<file path="src/sppm_consts.svh">
// Constants for the serial port prescaler and multichannel block.
// Assumes a 32-bit APB slave and one 100 MHz core clock.
//
// What this block does
// - Multichannel bit 3 off by default; on uses only prescaled transmit sync.
// - Multichannel routes transmit sync and clock inside; receive pins output syncs.
// - Multichannel puts fourth channel sync on general io zero, not GPIO.
// - Counter-interrupt bit 2 makes counter zero raise transmit interrupt instead.
// - Counter-halt bit 1 clear lets counter count; set stops it.
// - Counter-mode bit 0 chains both prescalers into one 16-bit counter.
// - Counter clocks from core clock or shift-clock pin per source select.
// - Shift clock is core clock over two times prescale plus one.
// - Shift prescale resets to zero, giving half core clock rate.
// - Shift prescaler counts down, readable, runs only while prescaler enable set, except in counter mode.
// - Count writes fill buffers; counters load them when prescaler enable sets.
// - At zero each prescaler reloads its buffer; no clock while enable clear.
// - Frame-sync prescaler divides shift clock by two times prescale plus one.
// - Frame-sync zero flag sets at every zero; writing one clears it.
// - Channel select picks one to four channels, each sync spaced after last bit.
// - In counter mode zero sets flag, reloads start value, keeps counting.
`ifndef SPPM_CONSTS_SVH
`define SPPM_CONSTS_SVH
// Register indices; byte address is four times the index
`define SPPM_IDX_MC      16'hFFF3
`define SPPM_IDX_CT      16'hFFFB
`define SPPM_IDX_ST      16'hFFF6
`define SPPM_IDX_ISTS    16'hFFF8
`define SPPM_IDX_ICLR    16'hFFF9
`define SPPM_IDX_IEN     16'hFFFA
// Field positions
`define SPPM_MC_CNTMODE  0
`define SPPM_MC_HALT     1
`define SPPM_MC_CNTIRQ   2
`define SPPM_MC_MULTI    3
`define SPPM_MC_CHSEL    4
`define SPPM_MC_WORD8    6
`define SPPM_ST_SRCSEL   0
`define SPPM_ST_PRESCALER_ENABLE    8
`define SPPM_ST_FSFLAG   12
// Reset values and timing
`define SPPM_RST_PRE     8'h00
`define SPPM_GAP16       5'h11
`define SPPM_GAP8        5'h09
`endif

</file>
<file path="src/sppm_pkg.sv">
// Types for the serial port prescaler and multichannel block.
// Assumes the constants header is included by users.
package sppm_pkg;
   typedef enum logic [1:0] {
      SPPM_IDLE = 2'b01,
      SPPM_GAP  = 2'b10
   } sppm_mc_t;

   typedef struct packed {
      logic        psel;
      logic        penable;
      logic        pwrite;
      logic [17:0] paddr;
      logic [31:0] pwdata;
   } sppm_apb_t;

   typedef struct packed {
      logic        word8;
      logic [1:0]  chSel;
      logic        multi;
      logic        cntIrq;
      logic        cntHalt;
      logic        cntMode;
      logic [7:0]  bufCl;
      logic [7:0]  bufFs;
      logic [7:0]  cntCl;
      logic [7:0]  cntFs;
      logic        prescaler_enable;
      logic        srcSel;
      logic        fsFlag;
      logic        shiftClk;
      logic        fsPhase;
      logic [3:0]  sync;
      sppm_mc_t    mcState;
      logic [1:0]  chanIdx;
      logic [4:0]  gap;
      logic        pinPrev;
      logic [1:0]  irqSts;
      logic [1:0]  irqEn;
      logic        txIrq;
      logic [31:0] rdata;
   } sppm_state_t;
endpackage

</file>
<file path="src/sppm_prescaler.sv">
// Shift-clock and frame-sync prescalers, counter mode, multichannel syncs.
// Assumes pins are synchronous to clk and an APB master on the bus.
//
// Implementation choice: register access over APB.
`timescale 1ns/1ps
`include "sppm_consts.svh"

module sppm_prescaler
   import sppm_pkg::*;
(
   // Clock and reset
   input  wire logic       clk,
   input  wire logic       reset_n,
   // APB slave
   input  wire sppm_apb_t  apbReq,
   output logic [31:0]     prdata,
   output logic            pready,
   output logic            pslverr,
   // Serial pins and routing
   input  wire logic       shiftClkPin,
   input  wire logic       rcvShiftClkIn,
   input  wire logic       rcvFrameSyncIn,
   output logic            transmitShiftClock,
   output logic            transmitFrameSync,
   output logic            rcvShiftClkInt,
   output logic            rcvFrameSyncInt,
   output logic            rcvShiftClkOut,
   output logic            rcvShiftClkOe,
   output logic            rcvFrameSyncOut,
   output logic            rcvFrameSyncOe,
   // General io zero
   input  wire logic       gioZeroOutReq,
   input  wire logic       gioZeroOeReq,
   output logic            gioZeroOut,
   output logic            gioZeroOe,
   // Events and interrupts
   input  wire logic       txEvent,
   output logic            serialTxIrq,
   output logic            irq
);

   sppm_state_t st_ff;
   sppm_state_t nxt_st;

   logic        wrEn;
   logic        rdSetup;
   logic        hitMc;
   logic        hitCt;
   logic        hitSt;
   logic        hitSts;
   logic        hitClr;
   logic        hitEn;
   logic        mapped;
   logic        pinRise;
   logic        intRise;
   logic        sckTick;
   logic        cntTick;
   logic        fsZero;
   logic        cntZero;
   logic        frameStart;
   logic        prsRise;
   logic [15:0] cnt16;
   logic [4:0]  gapLoad;

   function automatic logic hit(input logic [17:0] a,
                                input logic [15:0] idx);
      hit = (a == {idx, 2'b00});
   endfunction

   always_comb begin
      hitMc  = hit(apbReq.paddr, `SPPM_IDX_MC);
      hitCt  = hit(apbReq.paddr, `SPPM_IDX_CT);
      hitSt  = hit(apbReq.paddr, `SPPM_IDX_ST);
      hitSts = hit(apbReq.paddr, `SPPM_IDX_ISTS);
      hitClr = hit(apbReq.paddr, `SPPM_IDX_ICLR);
      hitEn  = hit(apbReq.paddr, `SPPM_IDX_IEN);
      mapped = hitMc | hitCt | hitSt | hitSts | hitClr | hitEn;
   end

   // Zero wait states: read data is captured in the setup cycle
   assign pready  = 1'b1;
   assign pslverr = apbReq.psel & apbReq.penable & ~mapped;
   assign prdata  = st_ff.rdata;

   always_comb begin
      nxt_st = st_ff;
      wrEn    = apbReq.psel & apbReq.penable & apbReq.pwrite & mapped;
      rdSetup = apbReq.psel & ~apbReq.penable & ~apbReq.pwrite;
      pinRise = shiftClkPin & ~st_ff.pinPrev;
      intRise = (st_ff.cntCl == 8'h00) & ~st_ff.shiftClk;
      sckTick = 1'b0;
      cntTick = 1'b0;
      fsZero  = 1'b0;
      cntZero = 1'b0;
      frameStart = 1'b0;
      prsRise = 1'b0;
      cnt16   = {st_ff.cntFs, st_ff.cntCl};
      gapLoad = st_ff.word8 ? `SPPM_GAP8 : `SPPM_GAP16;
      nxt_st.pinPrev = shiftClkPin;

      // Prescaler path, only while not in counter mode
      if (!st_ff.cntMode && st_ff.prescaler_enable) begin
         if (st_ff.cntCl == 8'h00) begin
            nxt_st.cntCl    = st_ff.bufCl;
            nxt_st.shiftClk = ~st_ff.shiftClk;
         end else begin
            nxt_st.cntCl = st_ff.cntCl - 8'h01;
         end
         sckTick = st_ff.srcSel ? pinRise : intRise;
         if (sckTick) begin
            nxt_st.sync = 4'h0;
            if (st_ff.cntFs == 8'h00) begin
               nxt_st.cntFs   = st_ff.bufFs;
               nxt_st.fsPhase = ~st_ff.fsPhase;
               fsZero         = 1'b1;
               frameStart     = ~st_ff.fsPhase;
            end else begin
               nxt_st.cntFs = st_ff.cntFs - 8'h01;
            end
         end
      end

      // Chained 16-bit counter
      if (st_ff.cntMode && !st_ff.cntHalt) begin
         cntTick = st_ff.srcSel ? pinRise : 1'b1;
         if (cntTick) begin
            if (cnt16 == 16'h0000) begin
               {nxt_st.cntFs, nxt_st.cntCl} =
                  {st_ff.bufFs, st_ff.bufCl};
               cntZero = 1'b1;
            end else begin
               {nxt_st.cntFs, nxt_st.cntCl} = cnt16 - 16'h0001;
            end
         end
      end

      // Frame syncs; extra channels only in multichannel mode
      if (frameStart) begin
         nxt_st.sync[0] = 1'b1;
         if (st_ff.multi && st_ff.chSel != 2'b00) begin
            nxt_st.mcState = SPPM_GAP;
            nxt_st.chanIdx = 2'b01;
            nxt_st.gap     = gapLoad;
         end
      end else if (sckTick) begin
         case (st_ff.mcState)
            SPPM_IDLE: begin
               nxt_st.mcState = SPPM_IDLE;
            end
            SPPM_GAP: begin
               if (st_ff.gap == 5'h00) begin
                  nxt_st.sync[st_ff.chanIdx] = 1'b1;
                  if (st_ff.chanIdx == st_ff.chSel) begin
                     nxt_st.mcState = SPPM_IDLE;
                  end else begin
                     nxt_st.chanIdx = st_ff.chanIdx + 2'b01;
                     nxt_st.gap     = gapLoad;
                  end
               end else begin
                  nxt_st.gap = st_ff.gap - 5'h01;
               end
            end
            default: nxt_st.mcState = SPPM_IDLE;
         endcase
      end
      if (!st_ff.multi) begin
         nxt_st.mcState = SPPM_IDLE;
      end

      // Register writes
      if (wrEn && hitMc) begin
         nxt_st.cntMode = apbReq.pwdata[`SPPM_MC_CNTMODE];
         nxt_st.cntHalt = apbReq.pwdata[`SPPM_MC_HALT];
         nxt_st.cntIrq  = apbReq.pwdata[`SPPM_MC_CNTIRQ];
         nxt_st.multi   = apbReq.pwdata[`SPPM_MC_MULTI];
         nxt_st.chSel   = apbReq.pwdata[`SPPM_MC_CHSEL +: 2];
         nxt_st.word8   = apbReq.pwdata[`SPPM_MC_WORD8];
      end
      if (wrEn && hitCt) begin
         nxt_st.bufCl = apbReq.pwdata[7:0];
         nxt_st.bufFs = apbReq.pwdata[15:8];
      end
      if (wrEn && hitSt) begin
         nxt_st.srcSel = apbReq.pwdata[`SPPM_ST_SRCSEL];
         nxt_st.prescaler_enable  = apbReq.pwdata[`SPPM_ST_PRESCALER_ENABLE];
         prsRise = apbReq.pwdata[`SPPM_ST_PRESCALER_ENABLE] & ~st_ff.prescaler_enable;
         if (apbReq.pwdata[`SPPM_ST_FSFLAG]) begin
            nxt_st.fsFlag = 1'b0;
         end
      end
      // Buffers reach the counters when enable rises and at each zero count
      if (prsRise) begin
         nxt_st.cntCl    = st_ff.bufCl;
         nxt_st.cntFs    = st_ff.bufFs;
         nxt_st.shiftClk = 1'b0;
         nxt_st.fsPhase  = 1'b0;
      end
      // Set wins over a clear in the same cycle
      if (fsZero || cntZero) begin
         nxt_st.fsFlag = 1'b1;
      end
      if (wrEn && hitEn) begin
         nxt_st.irqEn = apbReq.pwdata[1:0];
      end
      nxt_st.irqSts = st_ff.irqSts;
      if (wrEn && hitClr) begin
         nxt_st.irqSts = st_ff.irqSts & ~apbReq.pwdata[1:0];
      end
      nxt_st.irqSts = nxt_st.irqSts | {cntZero, fsZero};

      // Transmit interrupt carries either counter zero or transmit events
      nxt_st.txIrq = st_ff.cntIrq ? cntZero : txEvent;

      if (rdSetup) begin
         nxt_st.rdata = 32'h0000_0000;
         if (hitMc) begin
            nxt_st.rdata[6:0] = {st_ff.word8, st_ff.chSel, st_ff.multi,
                                 st_ff.cntIrq, st_ff.cntHalt,
                                 st_ff.cntMode};
         end
         if (hitCt) begin
            nxt_st.rdata[15:0] = {st_ff.cntFs, st_ff.cntCl};
         end
         if (hitSt) begin
            nxt_st.rdata[`SPPM_ST_SRCSEL] = st_ff.srcSel;
            nxt_st.rdata[`SPPM_ST_PRESCALER_ENABLE]  = st_ff.prescaler_enable;
            nxt_st.rdata[`SPPM_ST_FSFLAG] = st_ff.fsFlag;
         end
         if (hitSts) begin
            nxt_st.rdata[1:0] = st_ff.irqSts;
         end
         if (hitEn) begin
            nxt_st.rdata[1:0] = st_ff.irqEn;
         end
      end
   end

   always_ff @(posedge clk or negedge reset_n) begin
      if (!reset_n) begin
         st_ff         <= '0;
         st_ff.bufCl   <= `SPPM_RST_PRE;
         st_ff.cntCl   <= `SPPM_RST_PRE;
         st_ff.mcState <= SPPM_IDLE;
      end else begin
         st_ff <= nxt_st;
      end
   end

   // Pin muxing for multichannel mode
   always_comb begin
      transmitShiftClock = st_ff.shiftClk;
      transmitFrameSync  = st_ff.sync[0];
      rcvShiftClkInt  = st_ff.multi ? st_ff.shiftClk : rcvShiftClkIn;
      rcvFrameSyncInt = st_ff.multi ? st_ff.sync[0] : rcvFrameSyncIn;
      rcvShiftClkOut  = st_ff.multi & st_ff.sync[1];
      rcvShiftClkOe   = st_ff.multi;
      rcvFrameSyncOut = st_ff.multi & st_ff.sync[2];
      rcvFrameSyncOe  = st_ff.multi;
      gioZeroOut = st_ff.multi ? st_ff.sync[3] : gioZeroOutReq;
      gioZeroOe  = st_ff.multi | gioZeroOeReq;
      serialTxIrq = st_ff.txIrq;
      irq = |(st_ff.irqSts & st_ff.irqEn);
   end

endmodule // sppm_prescaler

</file>
<file path="config.mk">
export PLATFORM = sky130hd
export DESIGN_NAME = sppm_prescaler
export DESIGN_NICKNAME = d
export VERILOG_FILES = /design/src/sppm_pkg.sv /design/src/sppm_prescaler.sv
export VERILOG_INCLUDE_DIRS = /design/src
export SDC_FILE = /design/constraint.sdc
export NUM_CORES = 1
export LEC_CHECK = 0
export ABC_CLOCK_PERIOD_IN_PS = 2200
export BUFFER_PORTS_ARGS = -buffer_cell sky130_fd_sc_hd__buf_2
export CAP_MARGIN = 25
export CELL_PAD_IN_SITES_DETAIL_PLACEMENT = 1
export CELL_PAD_IN_SITES_GLOBAL_PLACEMENT = 2
export CORE_MARGIN = 2
export CORE_UTILIZATION = 31
export CTS_CLUSTER_SIZE = 24
export DETAILED_ROUTE_END_ITERATION = 8
export GPL_ROUTABILITY_DRIVEN = 0
export HOLD_SLACK_MARGIN = 0.15
export PLACE_DENSITY = 0.83
export SETUP_SLACK_MARGIN = 0.05
export SLEW_MARGIN = 20
export SYNTH_ARGS = -nofsm -noshare
export SYNTH_HDL_FRONTEND = slang
export SYNTH_SLANG_ARGS = --single-unit
export TNS_END_PERCENT = 30
</file>
<file path="constraint.sdc">
create_clock -name clk -period 2.2 [get_ports clk]
set_input_delay 0.22 -clock clk [delete_from_list [all_inputs] [get_ports clk]]
set_output_delay 0.22 -clock clk [all_outputs]
set_load 0.01 [all_outputs]
</file>
==> flow_summary.toml, run 1 <==
[synth]
avgSynthCellArea_um2 = 10.04
ys_warn_count = 0
async_reset_ff_share_pct = 100.0
synth_cell_types = 78
yosys.area.top_type = "dfrtp_1"
post_synth_inst_count = 483
synth_simple_gate_area_share_pct = 17.91
synth_compound_area_share_pct = 18.92
synth_area_leaders = "dfrtp_1, mux2_2, buf_4, nand2_1, a22o_1"
netlist_area_mm2 = 0.004848
yosys.area_share.xor_xnor_pct = 2.168
ys.flop_type = "dfrtp_1"
synth-adder-area-share_pct = 2.065
synth-edff-count = 0
ys_seq_area_share_pct = 40.80
ys_seq_elements = 79
synth_mux_area_share_pct = 9.471
synth_top_family_by_area = "compound AO/OA/AOI/OAI gates"
synth.most_common_cell = "dfrtp_1"
synth.top_cells.by_count = "dfrtp_1, buf_4, mux2_2"
synth.top_cell.area_share_pct = 40.26

[timing]
final-setup-viol-count = 24
finClkSkew_ns = 0.008730
final_hold_viol_count = 0
grt_setup_unrepaired = "yes"
period_needed_ns = 2.446
relSlewSlack_pct = 58.40
setup_slack_ns = -0.2461
worst_pin_slew_ns = 0.6241
finalSetupTns_ns = -3.806
max_freq_mhz = 408.8
maxSlewViolCount = 0
min_period_over_period_pct = 111.2

[critical_path]
setup.worst_path.start_class = "flip-flop"
worst_path_dominant_cell_family = "simple AND/OR/NAND/NOR gates"
arrival_ns = 2.68
cp_num_buf_inv = 4
critical_path.max_fanout = 7
reg2reg_depth = 9
crit_chain = "inv_2 > ha_4 > or4b_4 > buf_6 > o41ai_4 > nand2_4 > buf_12 > buf_4 > a22o_1"
crit_cells = 9
crit_required_ns = 2.43
critical_path.max_stage_delay_ns = 0.51
path_class = "flip-flop to flip-flop"
end_kind = "flip-flop"
slowest_stage = "or4b_4"

[job]
maxCapViolCount = 0

[clocking]
insertion_delay_ns = 0.35
clockBufferDepth = 2
ctsHtreeMaxLevel = 3
cts_root_buffer = "clkbuf_16"
cts.clk_slew.worst_paths_ns = 0.06
cts_tree = "done"
cts.sinks = 79
cts_made_buffers = 9

[cells_and_area]
nNetsFinal = 701
utilization_pct = 43.21
fin_cells = 847
drive_above_1_share_pct = 42.30
design_area_mm2 = 0.006594
area.growth.synth_to_final_pct = 36.00
antennaDiodeCount = 0
ff_latch_area_mm2 = 0.001978
n_fill_cell = 1744
multiInputGateArea_mm2 = 0.002743

[die]
die_x_um = 129.1
die_y_um = 129.1
num_rows = 45
coreArea_mm2 = 0.01526
start_util_pct = 31.78
die_area_mm2 = 0.01666
ios = 107

[pwr]
total_power_mw = 3.086
leakagePower_nw = 3.062
powerDensity_mw_per_mm2 = 468.0
vdd_drop_max_v = 0.0003536

[hold_path]
hold_depth = 2
hold_path_class = "primary input to flip-flop"

[grt]
antenna_found_initial = 0
grt_max_degree = 47
grt_overflow_total = 0
grt_pass1_vias = 4731
grt_use_total_pct = 19.55
grt_pass1_wl_um = 25050

[placement]
hpwlAfterDp_um = 11830
dpl.cell_count = 804
io_buffers = 73
placed_area_mm2 = 0.005802

[detailed_routing]
wl_um = 16120
ant_nets = 0
first_pass_iters = 4
routedWlPerCell_um = 19.03
via_per_inst = 5.242
vias = 4440
drt_iter0_drc = 222
drc = 0

[status]
status = "finished, violations left"
violations = "negative setup slack"
[worst reg2reg max path, stage by stage (launching register included)]
cell and delay (ns):
dfrtp_1 0.39, inv_2 0.09, ha_4 0.13, or4b_4 0.51
buf_6 0.16, o41ai_4 0.31, nand2_4 0.19, buf_12 0.19
buf_4 0.14, a22o_1 0.22
[through the flow]
step,hold WS (ns),worst slack [ns]
3_3_place_gp,0.2774,-0.1662
2_1_floorplan,-0.07559,-0.06607
3_5_place_dp,0.2798,-0.2681
4_1_cts,0.1600,-0.1895
6_report,0.1598,-0.2461
5_1_grt,0.1749,-0.2971
[sequential cells by signal, summed over array words and instances (netlist names)]
register / count
prdata: 16
serialTxIrq: 1
rcvFrameSyncOe: 1
st_ff: 43
transmitFrameSync: 1
cnt16: 16
transmitShiftClock: 1
[kinds of logic after synthesis]
logic type	count (synthesis)
other	2
AO/OA/AOI/OAI	118
XOR/XNOR	12
flip-flops	79
multiplexers	41
adder cells (fa/ha/maj)	8
AND/OR/NAND/NOR	154
buffers and inverters	69
[final timing paths]
kind                       slack [ns]                          end              startpoint
max                             -0.25          st_ff[50]$_DFF_PN0_      cnt16[0]$_DFF_PN0_
min                              0.16        st_ff[89]$_DFFE_PN0P_               apbReq[1]
max reg2reg                     -0.25          st_ff[50]$_DFF_PN0_      cnt16[0]$_DFF_PN0_
min reg2reg                      0.47       prdata[12]$_DFFE_PN0P_  prdata[12]$_DFFE_PN0P_
max in group asynchronous        1.13        prdata[8]$_DFFE_PN0P_                 reset_n
min in group asynchronous        0.42  transmitFrameSync$_DFF_PN0_                 reset_n
[final cells by class]
cell class	count	area share [%]
Clock buffer	13	4.099
Timing Repair Buffer	178	19.28
Tap cell	211	4.004
Clock inverter	2	0.2277
Inverter	14	0.7970
Sequential cell	79	30.00
Multi-Input combinational cell	350	41.59
[power by group]
group	leakage, nW	internal [mW]	switching (mW)	total, mW
Combinational	1.87	0.0732	0.0978	0.171
Clock	0.134	0.851	0.608	1.46
Sequential	1.05	1.46	0.000999	1.46
[cells in the final DEF (no fill, tap or decap), drive strengths merged, types with 6 or more instances in the layout]
cell type / netlist / layout
nor3: 16 / 16
nand2b: 8 / 8
mux2: 36 / 36
o31ai: 13 / 13
inv: 14 / 14
nand2: 33 / 33
clkbuf: 12 / 13
a22o: 12 / 12
a21oi: 16 / 16
conb: 2 / 17
o221a: 7 / 7
buf: 43 / 160
and2: 7 / 7
dlygate4sd3: 0 / 17
nor2: 29 / 29
a31oi: 6 / 6
nand3: 16 / 16
a211oi: 7 / 7
o21ai: 19 / 19
xnor2: 7 / 7
dfrtp: 78 / 78
ha: 8 / 8
nand4: 8 / 8
[metal layers]
layer	up-vias	part of all wire (%)	track usage, %	routed length (µm)
met1	2257	41	24.07	6634
li1	2055	-	-	-
met4	0	2.8	8.824	456
met2	96	52	34.24	8454
met3	32	3.5	2.560	571
met5	-	0	0	0
[what timing repair did]
item / in CTS / in global routing
endpoints found under the setup margin: 32 / 32
endpoints found under the hold margin: 64 / 0
cloned: 1 / 0
pin swaps: 18 / 10
hold buffers: 17 / 0
gates resized for setup: 23 / 27
setup buffers: 8 / 2
No activity file was read; power rests on OpenSTA's default activity.
==> run 2, diff against run 1 <==
- ABC_CLOCK_PERIOD_IN_PS: 2200 -> 2800
- CORE_MARGIN: 2 -> 1.5
- CORE_UTILIZATION: 31 -> 34
- PLACE_DENSITY: 0.83 -> 0.86
- clock period: 2.2 -> 2.8 ns (I/O delays scaled with it)
==> flow_summary.toml, run 2 (synthesized netlist as in run 1, its figures left out) <==
[critical_path]
path_class = "flip-flop to flip-flop"
worst_path_dominant_cell_family = "simple AND/OR/NAND/NOR gates"
arrival_ns = 2.81
crit_required_ns = 2.97
setup.worst_path.start_class = "flip-flop"
crit_chain = "inv_1 > ha_1 > or4b_4 > o41ai_4 > nand2_1 > buf_4 > a211oi_2 > o32ai_1"
critical_path.max_fanout = 14
cp_num_buf_inv = 2
end_kind = "flip-flop"
critical_path.max_stage_delay_ns = 0.53
slowest_stage = "or4b_4"

[clocking]
cts_tree = "done"
cts.clk_slew.worst_paths_ns = 0.06
cts.sinks = 79
cts_root_buffer = "clkbuf_16"
clockBufferDepth = 2
postCtsSetupRepairBufs = 0
insertion_delay_ns = 0.34
ctsHtreeMaxLevel = 3
cts_made_buffers = 9

[cells_and_area]
fin_cells = 739
utilization_pct = 41.15
antennaDiodeCount = 0
final_common_cell = "dfrtp_1"
area.growth.synth_to_final_pct = 17.81
drive_above_1_share_pct = 31.66
n_fill_cell = 1576
largest_reg_flops = 43
nNetsFinal = 623
top_register = "st_ff"
final_cell_mix = "dfrtp_1, buf_2, mux2_2"

[detailed_routing]
routedWlPerCell_um = 18.92
ant_nets = 0
via_per_inst = 5.551
wl_um = 13980
vias = 4102
drt_iter0_drc = 245
drc = 0
first_pass_iters = 4

[die]
coreArea_mm2 = 0.01388
start_util_pct = 34.93
die_x_um = 122.4
die_area_mm2 = 0.01499
ios = 107
num_rows = 43
die_y_um = 122.4

[timing]
max_freq_mhz = 379.9
finalSetupTns_ns = 0
min_period_over_period_pct = 94.00
relSlewSlack_pct = 44.41
final-setup-viol-count = 0
setup_slack_ns = 0.1680
final_hold_viol_count = 0
finClkSkew_ns = 0.005535
worst_pin_slew_ns = 0.8318
period_needed_ns = 2.632
grt_setup_unrepaired = "no"
maxSlewViolCount = 0

[grt]
grt_pass1_wl_um = 22650
grt_overflow_total = 0
grt_max_degree = 80
grt_use_total_pct = 19.54
grt_pass1_vias = 4263
antenna_found_initial = 0

[hold_path]
hold_path_class = "primary input to flip-flop"

[placement]
dpl.cell_count = 721
pre_cts_slack_ns = 0.1911
hpwlAfterDp_um = 10510
io_buffers = 73

[pwr]
total_power_mw = 2.656
switching_share_pct = 20.83
p_comb_share_pct = 4.2
seqPwrFrac_pct = 43.1
pwr-share-clk_pct = 52.8
powerDensity_mw_per_mm2 = 465.0
p_int_mw = 2.103
net-switching-power_mw = 0.5532
leakagePower_nw = 2.618
vdd_drop_max_v = 0.0002441

[status]
status = "completed"

[job]
maxCapViolCount = 0
## run 2: changes by cell type in the layout (fill, tap and decap cells not counted), sizes merged
cell and change:
buf -62, dlygate4sd3 -15, bufinv +3, clkbuf -2
clkinv +2, clkinvlp -2, bufbuf -1
## run 2: layout make-up
type	count	area, µm²	share of cell area (%)
multi-input cells	350	2520	44.12
flip-flops and latches	79	1978	34.63
repair buffers	100	579.3	10.14
clock buffers	11	252.7	4.425
well taps	180	225.2	3.943
clock inverters	5	103.9	1.818
inverters	14	52.55	0.9200
## run 2: per-layer routing
metal	global-route usage (%)	vias to the layer above	part of all wire, %
li1	-	1904	-
met1	25.33	2084	43
met2	33.07	98	51
met3	3.532	16	4.2
met4	6.105	0	1.4
met5	0	-	0
## run 2: metrics by stage
step | hold slack [ns] | cell area (µm²)
floorplan | -0.01559 | 4905
CTS | 0.1656 | 5692
global placement | 0.4553 | 5325
global route | 0.1735 | 5712
finish | 0.1772 | 5712
detailed placement | 0.4606 | 5325
## run 2: path summary, 6_finish.rpt
kind | depth (start not counted) | slack, ns | endpoint | startpoint
hold / removal | 2 | 0.18 | st_ff[75]$_DFFE_PN0P_ | apbReq[11]
setup / recovery | 8 | 0.17 | st_ff[46]$_DFFE_PN0P_ | cnt16[0]$_DFF_PN0_
setup reg to reg | 8 | 0.17 | st_ff[46]$_DFFE_PN0P_ | cnt16[0]$_DFF_PN0_
min in group asynchronous | 2 | 0.56 | st_ff[38]$_DFFE_PN0P_ | reset_n
max in group asynchronous | 2 | 1.73 | cnt16[7]$_DFF_PN0_ | reset_n
hold reg to reg | 2 | 0.48 | prdata[1]$_DFFE_PN0P_ | prdata[1]$_DFFE_PN0P_
## run 2: timing repair
| item | in CTS | in global routing |
|---|---|---|
| gates resized for setup | 0 | 1 |
| setup endpoints to repair | 0 | 3 |
| hold buffers | 1 | 1 |
| endpoints found under the hold margin | 1 | 78 |
## run 2: power by group through the flow
stage	Sequential (mW)	Clock (mW)	Combinational, mW
final	1.14	1.40	0.111
after global routing	1.14	1.48	0.126
after CTS	1.14	1.43	0.112
after detailed placement	1.16	0	0.111
after global placement	1.16	0	0.108
after floorplan	1.17	0	0.0546
